## src/ccw_pkg.sv

```systemverilog
// package: constants and types for the call / clear / watchdog-clear executor
package ccw_pkg;
  // ----------------------------------------------------------------
  // widths
  // ----------------------------------------------------------------
  localparam int unsigned PC_W = 10;
  localparam int unsigned ADDR_W = 8;
  localparam int unsigned DATA_W = 8;
  localparam int unsigned BIT_W = 3;
  // ----------------------------------------------------------------
  // values
  // ----------------------------------------------------------------
  localparam logic [7:0] ZERO_BYTE = 8'h00;
  localparam logic [9:0] PC_RST = 10'h000;
  localparam logic [9:0] PC_STEP = 10'h001;
  localparam logic [1:0] CALL_CYCLES = 2'h2;
  // ----------------------------------------------------------------
  // operation codes presented on i_op
  // ----------------------------------------------------------------
  typedef enum logic [2:0] {
    OP_NONE = 3'b000,
    OP_CALL = 3'b001,
    OP_MEMORY_BYTE_ZERO = 3'b010,
    OP_MEMORY_BIT_ZERO = 3'b011,
    OP_WATCHDOG_CLEAR = 3'b100,
    OP_WATCHDOG_PRECLEAR_FIRST = 3'b101,
    OP_WATCHDOG_PRECLEAR_SECOND = 3'b110,
    OP_OTHER = 3'b111
  } ccw_op_t;
  // last pre-clear seen; an effective pair resets it to none
  typedef enum logic [1:0] {
    PRE_NONE = 2'b00,
    PRE_FIRST = 2'b01,
    PRE_SECOND = 2'b10
  } ccw_pre_t;
  typedef enum logic [0:0] {
    ST_IDLE = 1'b0,
    ST_CALL2 = 1'b1
  } ccw_state_t;
endpackage : ccw_pkg

```

## src/ccw_exec.sv

```systemverilog
// module: execution unit for call, memory clears and watchdog clears
`timescale 1ns/1ps
`default_nettype none
module ccw_exec (
  // clock and reset
  input wire logic i_ref_clk,
  input wire logic i_nrst,
  // instruction
  input wire logic i_op_valid,
  input wire logic [2:0] i_op,
  input wire logic [9:0] i_call_addr,
  input wire logic [7:0] i_mem_addr,
  input wire logic [2:0] i_bit_sel,
  // data memory read value of the addressed byte
  input wire logic [7:0] i_mem_rdata,
  // program counter and stack
  output logic [9:0] o_pc,
  output logic o_busy,
  output logic o_push,
  output logic [9:0] o_push_data,
  // data memory write
  output logic o_mem_we,
  output logic [7:0] o_mem_addr,
  output logic [7:0] o_mem_wdata,
  // watchdog side
  output logic o_watchdog_counter_clr,
  output logic o_timeout_flag_clr,
  output logic o_power_down_flag_clr,
  output logic o_status_we
);
  // ----------------------------------------------------------------
  // reset synchroniser
  // ----------------------------------------------------------------
  logic [1:0] rst_sync_ff;
  always_ff @(posedge i_ref_clk or negedge i_nrst) begin
    if (!i_nrst) begin
      rst_sync_ff <= 2'h0;
    end else begin
      rst_sync_ff <= {rst_sync_ff[0], 1'b1};
    end
  end
  logic rst_n;
  assign rst_n = rst_sync_ff[1];

  // ----------------------------------------------------------------
  // state
  // ----------------------------------------------------------------
  typedef struct packed {
    ccw_pkg::ccw_state_t st;
    ccw_pkg::ccw_pre_t pre;
    logic [9:0] pc;
    logic [9:0] target;
    logic busy;
    logic push;
    logic [9:0] push_data;
    logic mem_we;
    logic [7:0] mem_addr;
    logic [7:0] mem_wdata;
    logic wdt_clr;
    logic status_we;
  } ccw_state_s_t;

  ccw_state_s_t s_ff;
  ccw_state_s_t nxt_s;
  ccw_pkg::ccw_op_t op;
  logic take;
  assign op = ccw_pkg::ccw_op_t'(i_op);
  // a new instruction is only taken outside the second call cycle
  assign take = i_op_valid && (s_ff.st == ccw_pkg::ST_IDLE);

  always_comb begin
    nxt_s = s_ff;
    nxt_s.push = 1'b0;
    nxt_s.mem_we = 1'b0;
    nxt_s.wdt_clr = 1'b0;
    nxt_s.status_we = 1'b0;
    case (s_ff.st)
      ccw_pkg::ST_CALL2: begin
        // second cycle: load the target address
        nxt_s.pc = s_ff.target;
        nxt_s.busy = 1'b0;
        nxt_s.st = ccw_pkg::ST_IDLE;
      end
      ccw_pkg::ST_IDLE: begin
        if (take) begin
          nxt_s.pc = s_ff.pc + ccw_pkg::PC_STEP;
          case (op)
            ccw_pkg::OP_CALL: begin
              nxt_s.push = 1'b1;
              nxt_s.push_data = s_ff.pc + ccw_pkg::PC_STEP;
              nxt_s.target = i_call_addr;
              nxt_s.busy = 1'b1;
              nxt_s.pc = s_ff.pc;
              nxt_s.st = ccw_pkg::ST_CALL2;
            end
            ccw_pkg::OP_MEMORY_BYTE_ZERO: begin
              nxt_s.mem_we = 1'b1;
              nxt_s.mem_addr = i_mem_addr;
              nxt_s.mem_wdata = ccw_pkg::ZERO_BYTE;
            end
            ccw_pkg::OP_MEMORY_BIT_ZERO: begin
              nxt_s.mem_we = 1'b1;
              nxt_s.mem_addr = i_mem_addr;
              nxt_s.mem_wdata = i_mem_rdata & ~(8'h01 << i_bit_sel);
            end
            ccw_pkg::OP_WATCHDOG_CLEAR: begin
              nxt_s.wdt_clr = 1'b1;
              nxt_s.status_we = 1'b1;
            end
            ccw_pkg::OP_WATCHDOG_PRECLEAR_FIRST: begin
              if (s_ff.pre == ccw_pkg::PRE_SECOND) begin
                nxt_s.wdt_clr = 1'b1;
                nxt_s.status_we = 1'b1;
                nxt_s.pre = ccw_pkg::PRE_NONE;
              end else begin
                // repeating the same half only re-arms it
                nxt_s.pre = ccw_pkg::PRE_FIRST;
              end
            end
            ccw_pkg::OP_WATCHDOG_PRECLEAR_SECOND: begin
              if (s_ff.pre == ccw_pkg::PRE_FIRST) begin
                nxt_s.wdt_clr = 1'b1;
                nxt_s.status_we = 1'b1;
                nxt_s.pre = ccw_pkg::PRE_NONE;
              end else begin
                nxt_s.pre = ccw_pkg::PRE_SECOND;
              end
            end
            default: begin
            end
          endcase
        end
      end
      default: begin
        nxt_s.st = ccw_pkg::ST_IDLE;
      end
    endcase
  end

  always_ff @(posedge i_ref_clk or negedge rst_n) begin
    if (!rst_n) begin
      s_ff <= '0;
    end else begin
      s_ff <= nxt_s;
    end
  end

  // ----------------------------------------------------------------
  // outputs
  // ----------------------------------------------------------------
  assign o_pc = s_ff.pc;
  assign o_busy = s_ff.busy;
  assign o_push = s_ff.push;
  assign o_push_data = s_ff.push_data;
  assign o_mem_we = s_ff.mem_we;
  assign o_mem_addr = s_ff.mem_addr;
  assign o_mem_wdata = s_ff.mem_wdata;
  assign o_watchdog_counter_clr = s_ff.wdt_clr;
  assign o_timeout_flag_clr = s_ff.wdt_clr;
  assign o_power_down_flag_clr = s_ff.wdt_clr;
  assign o_status_we = s_ff.status_we;

  // ----------------------------------------------------------------
  // assertions
  // ----------------------------------------------------------------
  property p_call_push;
    @(posedge i_ref_clk) disable iff (!rst_n)
      (take && op == ccw_pkg::OP_CALL) |=> o_push && o_push_data == $past(o_pc) + 10'h001;
  endproperty
  a_call_push: assert property (p_call_push) else $error("call push wrong");
  property p_call_load;
    @(posedge i_ref_clk) disable iff (!rst_n)
      (take && op == ccw_pkg::OP_CALL) |=> ##1 o_pc == $past(i_call_addr, 2);
  endproperty
  a_call_load: assert property (p_call_load) else $error("call target not loaded");
  property p_call_two;
    @(posedge i_ref_clk) disable iff (!rst_n)
      (take && op == ccw_pkg::OP_CALL) |=> o_busy ##1 !o_busy;
  endproperty
  a_call_two: assert property (p_call_two) else $error("call not two cycles");
  property p_byte_zero;
    @(posedge i_ref_clk) disable iff (!rst_n)
      (take && op == ccw_pkg::OP_MEMORY_BYTE_ZERO) |=> o_mem_we && o_mem_wdata == 8'h00;
  endproperty
  a_byte_zero: assert property (p_byte_zero) else $error("byte not zeroed");
  property p_bit_zero;
    @(posedge i_ref_clk) disable iff (!rst_n)
      (take && op == ccw_pkg::OP_MEMORY_BIT_ZERO) |=> o_mem_we
        && o_mem_wdata[$past(i_bit_sel)] == 1'b0
        && (o_mem_wdata | (8'h01 << $past(i_bit_sel))) == ($past(i_mem_rdata) | (8'h01 << $past(i_bit_sel)));
  endproperty
  a_bit_zero: assert property (p_bit_zero) else $error("bit zero wrong");
  property p_wdt_clear;
    @(posedge i_ref_clk) disable iff (!rst_n)
      (take && op == ccw_pkg::OP_WATCHDOG_CLEAR) |=> o_watchdog_counter_clr
        && o_timeout_flag_clr && o_power_down_flag_clr;
  endproperty
  a_wdt_clear: assert property (p_wdt_clear) else $error("watchdog clear missing");
  property p_pair;
    @(posedge i_ref_clk) disable iff (!rst_n)
      (take && op == ccw_pkg::OP_WATCHDOG_PRECLEAR_SECOND && s_ff.pre == ccw_pkg::PRE_FIRST)
        |=> o_watchdog_counter_clr;
  endproperty
  a_pair: assert property (p_pair) else $error("alternate pre-clear ignored");
  property p_repeat;
    @(posedge i_ref_clk) disable iff (!rst_n)
      (take && op == ccw_pkg::OP_WATCHDOG_PRECLEAR_FIRST && s_ff.pre != ccw_pkg::PRE_SECOND)
        |=> !o_watchdog_counter_clr && !o_timeout_flag_clr;
  endproperty
  a_repeat: assert property (p_repeat) else $error("repeated pre-clear acted");
  property p_status;
    @(posedge i_ref_clk) disable iff (!rst_n)
      o_status_we |-> $past(op) inside {ccw_pkg::OP_WATCHDOG_CLEAR,
        ccw_pkg::OP_WATCHDOG_PRECLEAR_FIRST, ccw_pkg::OP_WATCHDOG_PRECLEAR_SECOND};
  endproperty
  a_status: assert property (p_status) else $error("status touched by other op");
  c_call: cover property (@(posedge i_ref_clk) disable iff (!rst_n)
    take && op == ccw_pkg::OP_CALL ##2 !o_busy);
  c_pair: cover property (@(posedge i_ref_clk) disable iff (!rst_n)
    s_ff.pre == ccw_pkg::PRE_SECOND ##1 o_watchdog_counter_clr);
  c_bit: cover property (@(posedge i_ref_clk) disable iff (!rst_n)
    take && op == ccw_pkg::OP_MEMORY_BIT_ZERO);
endmodule : ccw_exec
`default_nettype wire

```

## config.mk

```make
export PLATFORM = sky130hd
export DESIGN_NAME = ccw_exec
export DESIGN_NICKNAME = d
export VERILOG_FILES = /design/src/ccw_pkg.sv /design/src/ccw_exec.sv
export SDC_FILE = /design/constraint.sdc
export NUM_CORES = 1
export LEC_CHECK = 0
export BUFFER_PORTS_ARGS = -buffer_cell sky130_fd_sc_hd__buf_4
export CORE_MARGIN = 2
export CORE_UTILIZATION = 55
export DETAILED_ROUTE_END_ITERATION = 8
export PLACE_DENSITY = 0.8
export SLEW_MARGIN = 20
export SYNTH_ARGS = -nofsm -noshare
export SYNTH_HDL_FRONTEND = slang
export SYNTH_SLANG_ARGS = --single-unit
```

## constraint.sdc

```tcl
create_clock -name i_ref_clk -period 3.1 [get_ports i_ref_clk]
set_input_delay 0.155 -clock i_ref_clk [delete_from_list [all_inputs] [get_ports i_ref_clk]]
set_output_delay 0.155 -clock i_ref_clk [all_outputs]
set_load 0.03 [all_outputs]
```

==> metrics.txt <==
# TYPE chip_impl_metric gauge
chip_impl_metric{name="period_minus_slack",unit="ps"} 2020
chip_impl_info{name="startpoint_type",value="flip-flop"} 1
chip_impl_metric{name="detail-route-antenna-nets",unit=""} 0
chip_impl_metric{name="rows",unit=""} 25
chip_impl_info{name="clockRootBuffer",value="sky130_fd_sc_hd__clkbuf_8"} 1
chip_impl_info{name="holdCritStartpoint",value="i_call_addr[9]"} 1
chip_impl_info{name="cts_tree",value="done"} 1
chip_impl_metric{name="area.growth.synth_to_final",unit="%"} 16.6
chip_impl_metric{name="wl_per_cell",unit="um"} 13.3
chip_impl_metric{name="final.setup_skew",unit="ps"} 4.07
chip_impl_metric{name="p_leak",unit="nW"} 1.51
chip_impl_info{name="whs_endpoint",value="s_ff[40]"} 1
chip_impl_metric{name="timing.slew.headroom",unit="%"} 52.2
chip_impl_metric{name="cp.required",unit="ps"} 3290
chip_impl_metric{name="die_x",unit="um"} 73.8
chip_impl_metric{name="synth_instances",unit=""} 246
chip_impl_metric{name="ys_seq_elements",unit=""} 54
chip_impl_metric{name="synthAdderAreaFrac",unit="%"} 0.467
chip_impl_metric{name="synth_simple_gate_area_share",unit="%"} 10.6
chip_impl_metric{name="total_iterations_of_the_first_detailed_routing_run",unit=""} 4
chip_impl_metric{name="tns",unit="ps"} 0
chip_impl_metric{name="grt.total_usage",unit="%"} 17.2
chip_impl_metric{name="final_layout_size_suffix_gt1_share",unit="%"} 37.6
chip_impl_info{name="critPathCaptureType",value="flip-flop"} 1
chip_impl_metric{name="via_count",unit=""} 1752
chip_impl_metric{name="numPlacedInstances",unit=""} 340
chip_impl_metric{name="synth_area_per_cell",unit="um^2"} 10.9
chip_impl_metric{name="clock_sink_count",unit=""} 54
chip_impl_metric{name="worstRegToRegCells",unit=""} 2
chip_impl_metric{name="timing.critical_path.slowest_cell_delay",unit="ps"} 880
chip_impl_metric{name="buffers_plus_inverters_on_the_worst_setup_path",unit=""} 0
chip_impl_metric{name="ff2ff_setup_slack",unit="ps"} 1080
chip_impl_metric{name="die_height",unit="um"} 73.8
chip_impl_metric{name="gp_routability_congestion",unit=""} 0.867
chip_impl_metric{name="core_area",unit="um^2"} 4720
chip_impl_metric{name="num_antenna_cells",unit=""} 0
chip_impl_info{name="rsz0062_at_grt",value="false"} 1
chip_impl_metric{name="cap_violations",unit=""} 0
chip_impl_info{name="criticalPathCategory",value="flip-flop to flip-flop"} 1
chip_impl_metric{name="clk_path_buf_depth",unit=""} 2
chip_impl_metric{name="ioPinCount",unit=""} 78
chip_impl_metric{name="synth_nets",unit=""} 282
chip_impl_metric{name="cts_made_buffers",unit=""} 5
chip_impl_metric{name="design.die.area",unit="um^2"} 5450
chip_impl_metric{name="post_cts_resized",unit=""} 0
chip_impl_metric{name="slew_viol_final",unit=""} 0
chip_impl_info{name="main_combinational_cell_family_by_area_after_synthesis",value="buffers and inverters"} 1
chip_impl_info{name="worst_path_dominant_cell_family",value="simple AND/OR/NAND/NOR gates"} 1
chip_impl_metric{name="clkTransAtPathRegs",unit="ps"} 90
chip_impl_metric{name="compound_cell_area_share_of_the_yosys_netlist",unit="%"} 9.90
chip_impl_metric{name="fin_nets",unit=""} 317
chip_impl_metric{name="finalNonFillerCells",unit=""} 349
chip_impl_metric{name="pwr_density",unit="nW/um^2"} 766
chip_impl_metric{name="dp_hpwl",unit="mm"} 3.44
chip_impl_metric{name="dr.first_iter.drc_count",unit=""} 133
chip_impl_info{name="worstReg2RegStart",value="o_push"} 1
chip_impl_metric{name="synth_xor_area_share",unit="%"} 4.90
chip_impl_metric{name="part_of_the_cycle_the_worst_path_needs",unit="%"} 65.1
chip_impl_metric{name="final_hold_viol_count",unit=""} 0
chip_impl_metric{name="insertion_delay",unit="ps"} 300
chip_impl_info{name="worstPathCellList",value="or3b_2 > mux2_4"} 1
chip_impl_metric{name="routed_wl",unit="mm"} 4.66
chip_impl_metric{name="max-vdd-ir-drop",unit="mV"} 0.403
chip_impl_info{name="status",value="finished, final reports clean"} 1
chip_impl_metric{name="grt_pass1_wl",unit="mm"} 7.21
chip_impl_metric{name="first_global_vias",unit=""} 1489
chip_impl_metric{name="antenna_violations_before_repair",unit=""} 0
chip_impl_metric{name="post_synth_mux_area_share",unit="%"} 9.76
chip_impl_metric{name="grt_overflow",unit=""} 0
chip_impl_metric{name="cts_htree_levels",unit=""} 2
chip_impl_metric{name="initial_core_util",unit="%"} 56.7
chip_impl_metric{name="fmax",unit="MHz"} 496
chip_impl_metric{name="worst_hold_path.num_cells",unit=""} 2
chip_impl_metric{name="routed_via_density",unit=""} 5.02
chip_impl_info{name="hp-class",value="primary input to flip-flop"} 1
chip_impl_metric{name="setup_viol_count_final",unit=""} 0
chip_impl_metric{name="synth-warning-count",unit=""} 0
chip_impl_metric{name="numPortBuffers",unit=""} 77
chip_impl_metric{name="yosysSeqAreaShare",unit="%"} 50.4
chip_impl_metric{name="crit_path_max_fanout",unit=""} 31
chip_impl_metric{name="grt_start_max_net_pins",unit=""} 53
chip_impl_metric{name="cp_data_arrival_time",unit="ps"} 2210
chip_impl_metric{name="remaining_drc_errors",unit=""} 0
chip_impl_metric{name="post_synth_instance_area",unit="um^2"} 2680
chip_impl_info{name="slowest_stage",value="sky130_fd_sc_hd__or3b_2"} 1
chip_impl_info{name="worst_r2r_endpoint",value="s_ff[36]"} 1
chip_impl_metric{name="post_synth_num_cell_types",unit=""} 32
chip_impl_metric{name="pin_slew_with_the_least_headroom_to_its_limit",unit="ps"} 716
[Yosys cell counts]
| master | count | share of area [%] |
|---|---|---|
| sky130_fd_sc_hd__nand2_1 | 26 | 3.6 |
| sky130_fd_sc_hd__nand4_1 | 4 | 0.93 |
| sky130_fd_sc_hd__ha_1 | 1 | 0.47 |
| sky130_fd_sc_hd__nand2b_1 | 1 | 0.23 |
| sky130_fd_sc_hd__nor2_1 | 4 | 0.56 |
| sky130_fd_sc_hd__buf_2 | 2 | 0.37 |
| sky130_fd_sc_hd__nor3_1 | 1 | 0.19 |
| sky130_fd_sc_hd__a32o_1 | 7 | 2.6 |
| sky130_fd_sc_hd__nor3b_1 | 1 | 0.28 |
| sky130_fd_sc_hd__buf_6 | 1 | 0.42 |
| sky130_fd_sc_hd__and3_1 | 3 | 0.70 |
| sky130_fd_sc_hd__o21ai_0 | 24 | 4.5 |
| sky130_fd_sc_hd__nor2b_1 | 3 | 0.70 |
| sky130_fd_sc_hd__mux2i_1 | 1 | 0.37 |
| sky130_fd_sc_hd__xor2_1 | 12 | 3.9 |
| sky130_fd_sc_hd__or3b_1 | 2 | 0.65 |
| sky130_fd_sc_hd__clkbuf_1 | 9 | 1.3 |
| sky130_fd_sc_hd__nand3_1 | 5 | 0.93 |
| sky130_fd_sc_hd__dfrtp_1 | 54 | 50 |
| sky130_fd_sc_hd__mux2_4 | 10 | 5.6 |
| sky130_fd_sc_hd__mux2_2 | 9 | 3.8 |
| sky130_fd_sc_hd__o311ai_0 | 3 | 0.98 |
| sky130_fd_sc_hd__nand3b_1 | 2 | 0.56 |
| sky130_fd_sc_hd__xnor2_1 | 3 | 0.98 |
| sky130_fd_sc_hd__and4_1 | 2 | 0.65 |
| sky130_fd_sc_hd__and2_1 | 1 | 0.23 |
| sky130_fd_sc_hd__buf_4 | 39 | 11 |
| sky130_fd_sc_hd__a31oi_1 | 7 | 1.6 |
| sky130_fd_sc_hd__a21oi_1 | 1 | 0.19 |
| sky130_fd_sc_hd__conb_1 | 1 | 0.14 |
| sky130_fd_sc_hd__nand4b_1 | 1 | 0.33 |
| sky130_fd_sc_hd__inv_1 | 6 | 0.84 |
[power by group]
group          internal (mW)  switching [mW]  leakage [nW]
registers              0.880           0.174         0.666
clock network          0.241           0.219        0.0514
logic                  0.385           0.496         0.791
total                   1.51           0.889          1.51
[repair_timing]
item / in CTS / in global routing
endpoints found under the hold margin: 2 / 0
setup buffers: 0 / 0
hold buffers: 1 / 0
setup endpoints to repair: 0 / 0
[registers in the layout, indices dropped and copies added (netlist names)]
register	flops
o_pc	10
o_mem_addr	8
rst_sync_ff	2
o_mem_wdata	8
o_busy	1
o_push_data	10
s_ff	12
o_status_we	1
o_mem_we	1
o_push	1
[cell families (layout without fill, tap and decap cells)]
group | Yosys count | count (layout)
simple gates | 56 | 56
compound gates | 42 | 42
xor+xnor | 15 | 15
other cells | 1 | 1
buf+inv | 57 | 93
mux | 20 | 20
flops | 54 | 54
fa+ha+maj | 1 | 1
[metrics by stage]
| stage | hold WS, ps | utilization [%] | setup slack (ps) | total power, mW | instance area [um^2] |
|---|---|---|---|---|---|
| final | 72.5 | 66.2 | 1080 | 2.39 | 3130 |
| after floorplan | -141 | - | 1400 | 1.80 | 2680 |
| after detailed placement | -61.4 | 63.6 | 787 | 1.95 | 3000 |
| after global placement | -62.5 | 63.6 | 862 | 1.93 | 3000 |
| after CTS | 64.1 | 66.1 | 793 | 2.41 | 3120 |
| after global routing | 57.2 | 66.2 | 984 | 2.52 | 3130 |
[final cells by class]
cell class | count | area [um^2]
clock buffer | 6 | 72.6
inverter | 6 | 22.5
timing repair buffer | 79 | 596
multi-input combinational | 135 | 958
clock inverter | 2 | 37.5
fill | 365 | 1600
sequential | 54 | 1360
tap | 67 | 83.8
[routing by layer]
layer  GRT usage, %  vias to the layer above  share of wire (%)
li1               -                      875                  -
met1           25.2                      810                 45
met2           25.2                       65                 49
met3           3.98                        2                4.9
met4           6.06                        0               0.73
met5              0                        -                  0
[worst max path at each step]
stage | from | to | slack (ps) | depth (start not counted)
after floorplan | i_op[2] | s_ff[31] | 1400 | 6
after CTS | o_push | o_push_data[1] | 790 | 2
after global placement | i_op[0] | s_ff[32] | 860 | 4
after detailed placement | i_op[0] | s_ff[36] | 790 | 4
final | o_push | s_ff[36] | 1080 | 2
after global routing | o_push | o_push_data[1] | 980 | 2
[placed cells by master (no fill, tap or decap), types with 3 or more instances in the layout]
cell type,count
sky130_fd_sc_hd__mux2_4,10
sky130_fd_sc_hd__dfrtp_1,53
sky130_fd_sc_hd__o21ai_0,24
sky130_fd_sc_hd__nand2_1,26
sky130_fd_sc_hd__nor2b_1,3
sky130_fd_sc_hd__mux2_2,9
sky130_fd_sc_hd__a31oi_1,7
sky130_fd_sc_hd__and3_1,3
sky130_fd_sc_hd__a32o_1,7
sky130_fd_sc_hd__o311ai_0,3
sky130_fd_sc_hd__xnor2_1,3
sky130_fd_sc_hd__buf_4,78
sky130_fd_sc_hd__nor2_1,4
sky130_fd_sc_hd__xor2_1,12
sky130_fd_sc_hd__nand3_1,5
sky130_fd_sc_hd__clkbuf_8,5
sky130_fd_sc_hd__nand4_1,4
sky130_fd_sc_hd__inv_1,6
No activity file was read; power rests on OpenSTA's default activity.
